$ cat src/verilog/rstsq_pkg.sv
// rstsq_pkg: constants and types shared by the reset sequencer files
// assumes a single core_clk domain; watchdog oscillator seen as a tick input
package rstsq_pkg;

  localparam int unsigned SYS_WDT_CYCLES   = 514;
  localparam int unsigned SHORT_WDT_CYCLES = 66;
  localparam int unsigned SYSCLK_CYCLES    = 16;
  localparam int unsigned CNT_W            = 10;
  localparam logic [15:0] RESET_VECTOR_HI_ADDR = 16'h0002;
  localparam logic [15:0] RESET_VECTOR_LO_ADDR = 16'h0003;
  localparam int unsigned DBGCTL_RESET_BIT = 1;

  typedef enum logic [1:0] {
    RSTSQ_MODE_NORMAL = 2'h0,
    RSTSQ_MODE_HALT   = 2'h1,
    RSTSQ_MODE_STOP   = 2'h2
  } rstsq_mode_t;

  typedef enum logic [2:0] {
    RSTSQ_ST_RUN     = 3'h0,
    RSTSQ_ST_WDT     = 3'h1,
    RSTSQ_ST_SYSCLK  = 3'h2,
    RSTSQ_ST_FETCH_H = 3'h3,
    RSTSQ_ST_FETCH_L = 3'h4
  } rstsq_state_t;

  typedef struct packed {
    logic por_bor;
    logic wdt_timeout;
    logic ext_pin;
    logic dbg_req;
    logic dbg_pin_low;
  } rstsq_src_t;

  typedef struct packed {
    logic core_rst;
    logic periph_rst;
    logic dbg_rst;
    logic sysclk_en;
    logic regs_load;
  } rstsq_ctl_t;

endpackage : rstsq_pkg

$ cat src/verilog/rstsq_sequencer.sv
// rstsq_sequencer: reset request classification and hold-off sequencing
// assumes wdt_tick pulses once per watchdog oscillator cycle, program memory answers in one cycle
`timescale 1ns/100ps
module rstsq_sequencer #(
  parameter int unsigned SYS_WDT_CYCLES   = rstsq_pkg::SYS_WDT_CYCLES,
  parameter int unsigned SHORT_WDT_CYCLES = rstsq_pkg::SHORT_WDT_CYCLES,
  parameter int unsigned SYSCLK_CYCLES    = rstsq_pkg::SYSCLK_CYCLES,
  parameter int unsigned CNT_W            = rstsq_pkg::CNT_W
) (
  input  wire logic                  core_clk,
  input  wire logic                  rst_n,
  input  wire logic                  wdt_tick,
  input  wire rstsq_pkg::rstsq_mode_t op_mode,
  input  wire logic                  por_bor,
  input  wire logic                  wdt_timeout,
  input  wire logic                  wdt_reset_en,
  input  wire logic                  ext_reset_n,
  input  wire logic                  debug_pin,
  input  wire logic [7:0]            debugger_control_register,
  input  wire logic [7:0]            pmem_rdata,
  output logic [15:0]                pmem_addr,
  output logic                       pmem_rd,
  output rstsq_pkg::rstsq_ctl_t      ctl,
  output logic [15:0]                pc_load_val,
  output logic                       pc_load,
  output logic                       short_reset_q,
  output logic                       busy
);
  rstsq_pkg::rstsq_state_t state_q;
  logic [CNT_W-1:0] cnt_q;
  logic        ext_s;
  logic        dbgpin_s;
  logic        dbg_only_q;
  logic [7:0]  vec_hi_q;
  logic        sys_req;
  logic        short_req;
  logic        any_req;
  logic        stop_mode;
  logic        promote;
  logic        cnt_last;
  logic        wdt_last;
  logic        vec_lo_due_q;

  // the counter must hold every preload; a short count longer than the system one makes no sense
  if (CNT_W < 2 || CNT_W > 16) begin : g_bad_cnt_w
    $error("counter width out of range");
  end
  if (SYS_WDT_CYCLES == 0 || SYS_WDT_CYCLES >= (1 << CNT_W)) begin : g_bad_sys_cnt
    $error("system count does not fit the counter");
  end
  if (SHORT_WDT_CYCLES == 0 || SHORT_WDT_CYCLES > SYS_WDT_CYCLES) begin : g_bad_short_cnt
    $error("short count out of range");
  end
  if (SYSCLK_CYCLES == 0 || SYSCLK_CYCLES >= (1 << CNT_W)) begin : g_bad_clk_cnt
    $error("clock count does not fit the counter");
  end

  rstsq_sync u_ext_sync (
    .core_clk (core_clk),
    .rst_n    (rst_n),
    .din      (~ext_reset_n),
    .dout     (ext_s)
  );

  rstsq_sync u_dbg_sync (
    .core_clk (core_clk),
    .rst_n    (rst_n),
    .din      (~debug_pin),
    .dout     (dbgpin_s)
  );

  assign stop_mode = (op_mode == rstsq_pkg::RSTSQ_MODE_STOP);

  // power-on wins over everything; debugger request is always full length
  always_comb begin
    sys_req = por_bor;
    sys_req = sys_req | debugger_control_register[rstsq_pkg::DBGCTL_RESET_BIT];
    sys_req = sys_req | (stop_mode & (ext_s | dbgpin_s));
    short_req = ~stop_mode & ((wdt_timeout & wdt_reset_en) | ext_s);
  end
  assign any_req = sys_req | short_req;

  // a full-length request arriving during a short count restarts it long
  assign promote  = sys_req & short_reset_q;
  assign cnt_last = (cnt_q == CNT_W'(1));
  assign wdt_last = wdt_tick & cnt_last & ~promote;

  // phase sequencing
  always_ff @(posedge core_clk or negedge rst_n) begin
    if (!rst_n) begin
      state_q <= rstsq_pkg::RSTSQ_ST_WDT;
    end else begin
      unique case (state_q)
        rstsq_pkg::RSTSQ_ST_RUN: begin
          if (any_req) begin
            state_q <= rstsq_pkg::RSTSQ_ST_WDT;
          end
        end
        rstsq_pkg::RSTSQ_ST_WDT: begin
          if (wdt_last) begin
            state_q <= rstsq_pkg::RSTSQ_ST_SYSCLK;
          end
        end
        rstsq_pkg::RSTSQ_ST_SYSCLK: begin
          if (cnt_last) begin
            state_q <= rstsq_pkg::RSTSQ_ST_FETCH_H;
          end
        end
        rstsq_pkg::RSTSQ_ST_FETCH_H: begin
          state_q <= rstsq_pkg::RSTSQ_ST_FETCH_L;
        end
        rstsq_pkg::RSTSQ_ST_FETCH_L: begin
          state_q <= rstsq_pkg::RSTSQ_ST_RUN;
        end
        default: begin
          state_q <= rstsq_pkg::RSTSQ_ST_WDT;
        end
      endcase
    end
  end

  // hold-off counter: watchdog ticks first, then system clocks
  always_ff @(posedge core_clk or negedge rst_n) begin
    if (!rst_n) begin
      cnt_q <= CNT_W'(SYS_WDT_CYCLES);
    end else if (state_q == rstsq_pkg::RSTSQ_ST_RUN) begin
      if (any_req) begin
        cnt_q <= sys_req ? CNT_W'(SYS_WDT_CYCLES)
                         : CNT_W'(SHORT_WDT_CYCLES);
      end
    end else if (state_q == rstsq_pkg::RSTSQ_ST_WDT) begin
      if (promote) begin
        cnt_q <= CNT_W'(SYS_WDT_CYCLES);
      end else if (wdt_last) begin
        cnt_q <= CNT_W'(SYSCLK_CYCLES);
      end else if (wdt_tick) begin
        cnt_q <= cnt_q - CNT_W'(1);
      end
    end else if (state_q == rstsq_pkg::RSTSQ_ST_SYSCLK) begin
      if (!cnt_last) begin
        cnt_q <= cnt_q - CNT_W'(1);
      end
    end
  end

  // reset type of the running sequence
  always_ff @(posedge core_clk or negedge rst_n) begin
    if (!rst_n) begin
      short_reset_q <= 1'b0;
    end else if (state_q == rstsq_pkg::RSTSQ_ST_RUN && any_req) begin
      short_reset_q <= ~sys_req;
    end else if (state_q == rstsq_pkg::RSTSQ_ST_WDT && promote) begin
      short_reset_q <= 1'b0;
    end
  end

  // debugger survives only a debugger-initiated reset
  always_ff @(posedge core_clk or negedge rst_n) begin
    if (!rst_n) begin
      dbg_only_q <= 1'b0;
    end else if (state_q == rstsq_pkg::RSTSQ_ST_RUN && any_req) begin
      dbg_only_q <= debugger_control_register[rstsq_pkg::DBGCTL_RESET_BIT] & ~por_bor;
    end else if (state_q == rstsq_pkg::RSTSQ_ST_WDT && por_bor) begin
      dbg_only_q <= 1'b0;
    end
  end

  // vector capture; memory data arrives one cycle after its read, so the low byte
  // is only there in the first run cycle and the load pulse trails the release by one
  always_ff @(posedge core_clk or negedge rst_n) begin
    if (!rst_n) begin
      vec_hi_q     <= 8'h00;
      vec_lo_due_q <= 1'b0;
      pc_load_val  <= 16'h0000;
      pc_load      <= 1'b0;
    end else begin
      vec_lo_due_q <= (state_q == rstsq_pkg::RSTSQ_ST_FETCH_L);
      pc_load      <= vec_lo_due_q;
      if (state_q == rstsq_pkg::RSTSQ_ST_FETCH_L) begin
        vec_hi_q <= pmem_rdata;
      end
      if (vec_lo_due_q) begin
        pc_load_val <= {vec_hi_q, pmem_rdata};
      end
    end
  end

  always_comb begin
    pmem_rd   = (state_q == rstsq_pkg::RSTSQ_ST_FETCH_H) | (state_q == rstsq_pkg::RSTSQ_ST_FETCH_L);
    pmem_addr = (state_q == rstsq_pkg::RSTSQ_ST_FETCH_L) ? rstsq_pkg::RESET_VECTOR_LO_ADDR
                                                         : rstsq_pkg::RESET_VECTOR_HI_ADDR;
  end

  // oscillators are not gated here, only the delivered system clock; needs no logic
  always_comb begin
    ctl.core_rst   = (state_q != rstsq_pkg::RSTSQ_ST_RUN);
    ctl.periph_rst = (state_q != rstsq_pkg::RSTSQ_ST_RUN);
    ctl.dbg_rst    = (state_q == rstsq_pkg::RSTSQ_ST_WDT) & ~dbg_only_q;
    ctl.sysclk_en  = (state_q != rstsq_pkg::RSTSQ_ST_WDT);
    ctl.regs_load  = (state_q == rstsq_pkg::RSTSQ_ST_WDT) | (state_q == rstsq_pkg::RSTSQ_ST_SYSCLK);
    busy           = (state_q != rstsq_pkg::RSTSQ_ST_RUN);
  end

endmodule : rstsq_sequencer

$ cat src/verilog/rstsq_sync.sv
// rstsq_sync: two-flop level synchroniser
// assumes asynchronous inputs, core_clk destination domain
`timescale 1ns/100ps
module rstsq_sync (
  input  wire logic core_clk,
  input  wire logic rst_n,
  input  wire logic din,
  output logic      dout
);
  logic meta_q;

  always_ff @(posedge core_clk or negedge rst_n) begin
    if (!rst_n) begin
      meta_q <= 1'b0;
      dout   <= 1'b0;
    end else begin
      meta_q <= din;
      dout   <= meta_q;
    end
  end
endmodule : rstsq_sync

$ cat config.mk
export PLATFORM = sky130hd
export DESIGN_NAME = rstsq_sequencer
export DESIGN_NICKNAME = d
export VERILOG_FILES = /design/src/verilog/rstsq_pkg.sv /design/src/verilog/rstsq_sequencer.sv /design/src/verilog/rstsq_sync.sv
export SDC_FILE = /design/constraint.sdc
export NUM_CORES = 1
export LEC_CHECK = 0
export BUFFER_PORTS_ARGS = -buffer_cell sky130_fd_sc_hd__buf_2
export CORE_UTILIZATION = 35
export DETAILED_ROUTE_END_ITERATION = 10
export HOLD_SLACK_MARGIN = 0.06
export MAX_ROUTING_LAYER = met4
export REMOVE_ABC_BUFFERS = 1
export SLEW_MARGIN = 10
export SYNTH_ARGS = -nofsm -noshare
export SYNTH_HDL_FRONTEND = slang
export SYNTH_HIERARCHICAL = 1
export SYNTH_SLANG_ARGS = --single-unit
$ cat constraint.sdc
create_clock -name core_clk -period 2.1 [get_ports core_clk]
set_input_delay 0.315 -clock core_clk [delete_from_list [all_inputs] [get_ports core_clk]]
set_output_delay 0.315 -clock core_clk [all_outputs]
set_load 0.005 [all_outputs]
==> results_dict.tcl <==
set metrics [dict create \
    synth_area_um2 2240 \
    grt_pass1_vias 1528 \
    overflow 0 \
    hold_viol_final 0 \
    drive_gt1_frac 0.361 \
    syn_inst 206 \
    postSynthAreaPerCell_um2 10.9 \
    clk_path_buf_depth 2 \
    synth.ff_latch_count 45 \
    nNetsFinal 279 \
    dpl.cell_count 319 \
    worstPathArrival_ns 1.61 \
    hold_path_class "input port to asynchronous set/reset pin" \
    viasPerCell 5.02 \
    clkLatencyLatePin_ns 0.29 \
    timing.final.max_slew_violations 0 \
    wl_um 4300 \
    clk_pin_slew_ns 0.08 \
    first_pass_iters 4 \
    crit_fanout 12 \
    wl_per_cell_um 13.1 \
    skew_ns 0.00527 \
    cts_root_buffer "clkbuf_8" \
    finalSetupViolations 0 \
    pre_cts_ws_ns 0.240 \
    peakVddDrop_mv 0.581 \
    p_int_mw 2.28 \
    timing.fmax_ghz 0.520 \
    fill_cells 588 \
    yosys.area.top_type_share 0.469 \
    die_w_um 82.0 \
    via_count 1641 \
    ys_seq_area_frac 0.504 \
    final_area_um2 2610 \
    yosysWarnings 6 \
    seq_power_share 0.429 \
    path_cells "inv_1, nor3_2, buf_12, or2_2, buf_2" \
    fp.coreArea_um2 6060 \
    initial_core_util 0.370 \
    pwr-share-clk 0.187 \
    ant_nets 0 \
    grt_first_pass_wirelength_um 7160 \
    grtUsageTotal 0.145 \
    layout.cells.non_filler 327 \
    start_kind "flip-flop" \
    synth_edf_count 0 \
    post_dp_cell_area_um2 2490 \
    gp_congestion 0.828 \
    diodes 0 \
    die_y_um 82.0 \
    required_ns 1.78 \
    p_sw_mw 1.29 \
    slew_headroom 0.539 \
    critPathSlowestCell "dfrtp_2" \
    io_buffers 44 \
    tightest_slew_ns 0.691 \
    yosysTopAreaCell "dfrtp_1" \
    crit_path_max_incr_delay_ns 0.49 \
    h-tree-depth 2 \
    cts_tree "done" \
    period_share 0.916 \
    cp-end-kind "output pin" \
    antenna_found_initial 0 \
    async_reset_ff_frac 1.00 \
    numCtsBuffers 5 \
    initialDrtViolationCount 123 \
    status "finished clean" \
    p_leak_nw 1.25 \
    setup-tns-final_ns 0 \
    power_mw 3.56 \
    switching_share 0.361 \
    hold_ws_ns 0.103 \
    io_pins 67 \
    setup_slack_ns 0.177 \
    share_comb_of_total_power 0.384 \
    final_core_utilization 0.431 \
    num_rows 28 \
    criticalPathCategory "flip-flop to output pin" \
    yosysUniqueCellTypes 49 \
    period_needed_ns 1.92 \
    yosys_most_used_dff "dfrtp_1" \
    die_area_um2 6730 \
    drv_cap 0 \
    cts_sinks 45 \
    rsz0062_at_grt "no" \
    syn2layout_area_growth_pct 16.6 \
    place_hpwl_um 3140 \
    route.detailed.drc 0 \
    yosys-top-cells-area "dfrtp_1 (47%), mux2_2 (8.5%), buf_4 (5.7%)" \
    power.density_nw_per_um2 1360 \
    grt_start_max_net_pins 46 \
]
state kept, by name, summed over array words and instances (netlist names), 3 cells and up:
register,flops
state_q,3
vec_hi_q,8
pc_load_val,16
cnt_q,10
power by group through the flow:
stage / Clock (mW) / Combinational, mW / Sequential, mW
floorplan: 0 / 0.898 / 1.49
global placement: 0 / 1.34 / 1.53
detailed placement: 0 / 1.37 / 1.54
CTS: 0.694 / 1.38 / 1.52
global route: 0.732 / 1.53 / 1.59
finish: 0.666 / 1.37 / 1.53
timing repair:
action	CTS	global route
resized for setup	0	2
endpoints found under the setup margin	0	2
hold buffers	0	0
buffers inserted	0	0
layout by cell type (no fill, tap or decap), types with 2 or more instances in the layout:
cell type,count
a21oi_1,8
a22oi_1,2
a31oi_1,4
buf_2,44
buf_4,3
clkbuf_8,6
conb_1,15
dfrtp_1,41
dfstp_2,3
ha_1,2
inv_1,8
inv_2,4
mux2_1,7
mux2_2,17
nand2_1,10
nand2b_1,3
nand3_1,8
nand4_1,2
nor2_1,16
nor2_4,2
nor3_1,2
nor3_2,2
o211ai_1,3
o21ai_0,6
o21ai_1,6
or2_2,2
path summary, 6_finish.rpt:
kind / startpoint / endpoint / slack [ns] / cells past startpoint
max: state_q[2] / pmem_rd / 0.18 / 5
min: rst_n / cnt_q[5] / 0.10 / 2
max reg2reg: cnt_q[4] / cnt_q[3] / 0.22 / 6
min reg2reg: u_dbg_sync/meta_q / u_dbg_sync/dout / 0.35 / 0
max in group asynchronous: rst_n / state_q[2] / 1.58 / 2
min in group core_clk: ext_reset_n / u_ext_sync/meta_q / 0.16 / 2
synth_stat cells (2+ instances only):
cell / instances
ha_1: 2
inv_2: 4
o21ai_0: 6
nor2_4: 2
o211ai_1: 3
nand2_1: 10
or2_2: 2
dfrtp_1: 42
nor3_1: 3
conb_1: 2
o21ai_1: 6
dfstp_2: 3
a31oi_1: 4
a22oi_1: 2
nand4_1: 2
buf_4: 17
nand2b_1: 3
buf_2: 4
nand3_1: 8
mux2_2: 17
nor2_1: 16
mux2_1: 7
inv_1: 8
a21oi_1: 8
cells by family (layout without fill, tap and decap cells):
kind of cell    after synthesis  after routing  synth area share
simple gates                 56             56             0.150
flops                        45             45             0.504
compound gates               40             40             0.113
buf+inv                      35             68            0.0893
mux                          25             25             0.125
fa+ha+maj                     2              2            0.0112
other cells                   2             15           0.00335
xor+xnor                      1              1           0.00391
critical path: cells and delay by family (launching register included):
family / cells / cell delay, ns
flops: 1 / 0.49
simple gates: 2 / 0.37
buf+inv: 3 / 0.45
layer usage:
metal,vias to the layer above,wire length (um),track usage
li1,780,-,-
met3,2,196,0.0389
met2,50,2070,0.225
met5,-,0,-
met1,809,2010,0.187
met4,0,15,0.0368
final cells by class:
cell class | instances | area (um2) | area share
well taps | 75 | 93.8 | 0.0359
inverters | 12 | 45.0 | 0.0172
clock buffers | 7 | 86.3 | 0.0330
multi-input cells | 139 | 965 | 0.369
flip-flops and latches | 45 | 1130 | 0.433
clock inverters | 1 | 30.0 | 0.0115
repair buffers | 48 | 263 | 0.101
(Power assumes the default switching activity.)
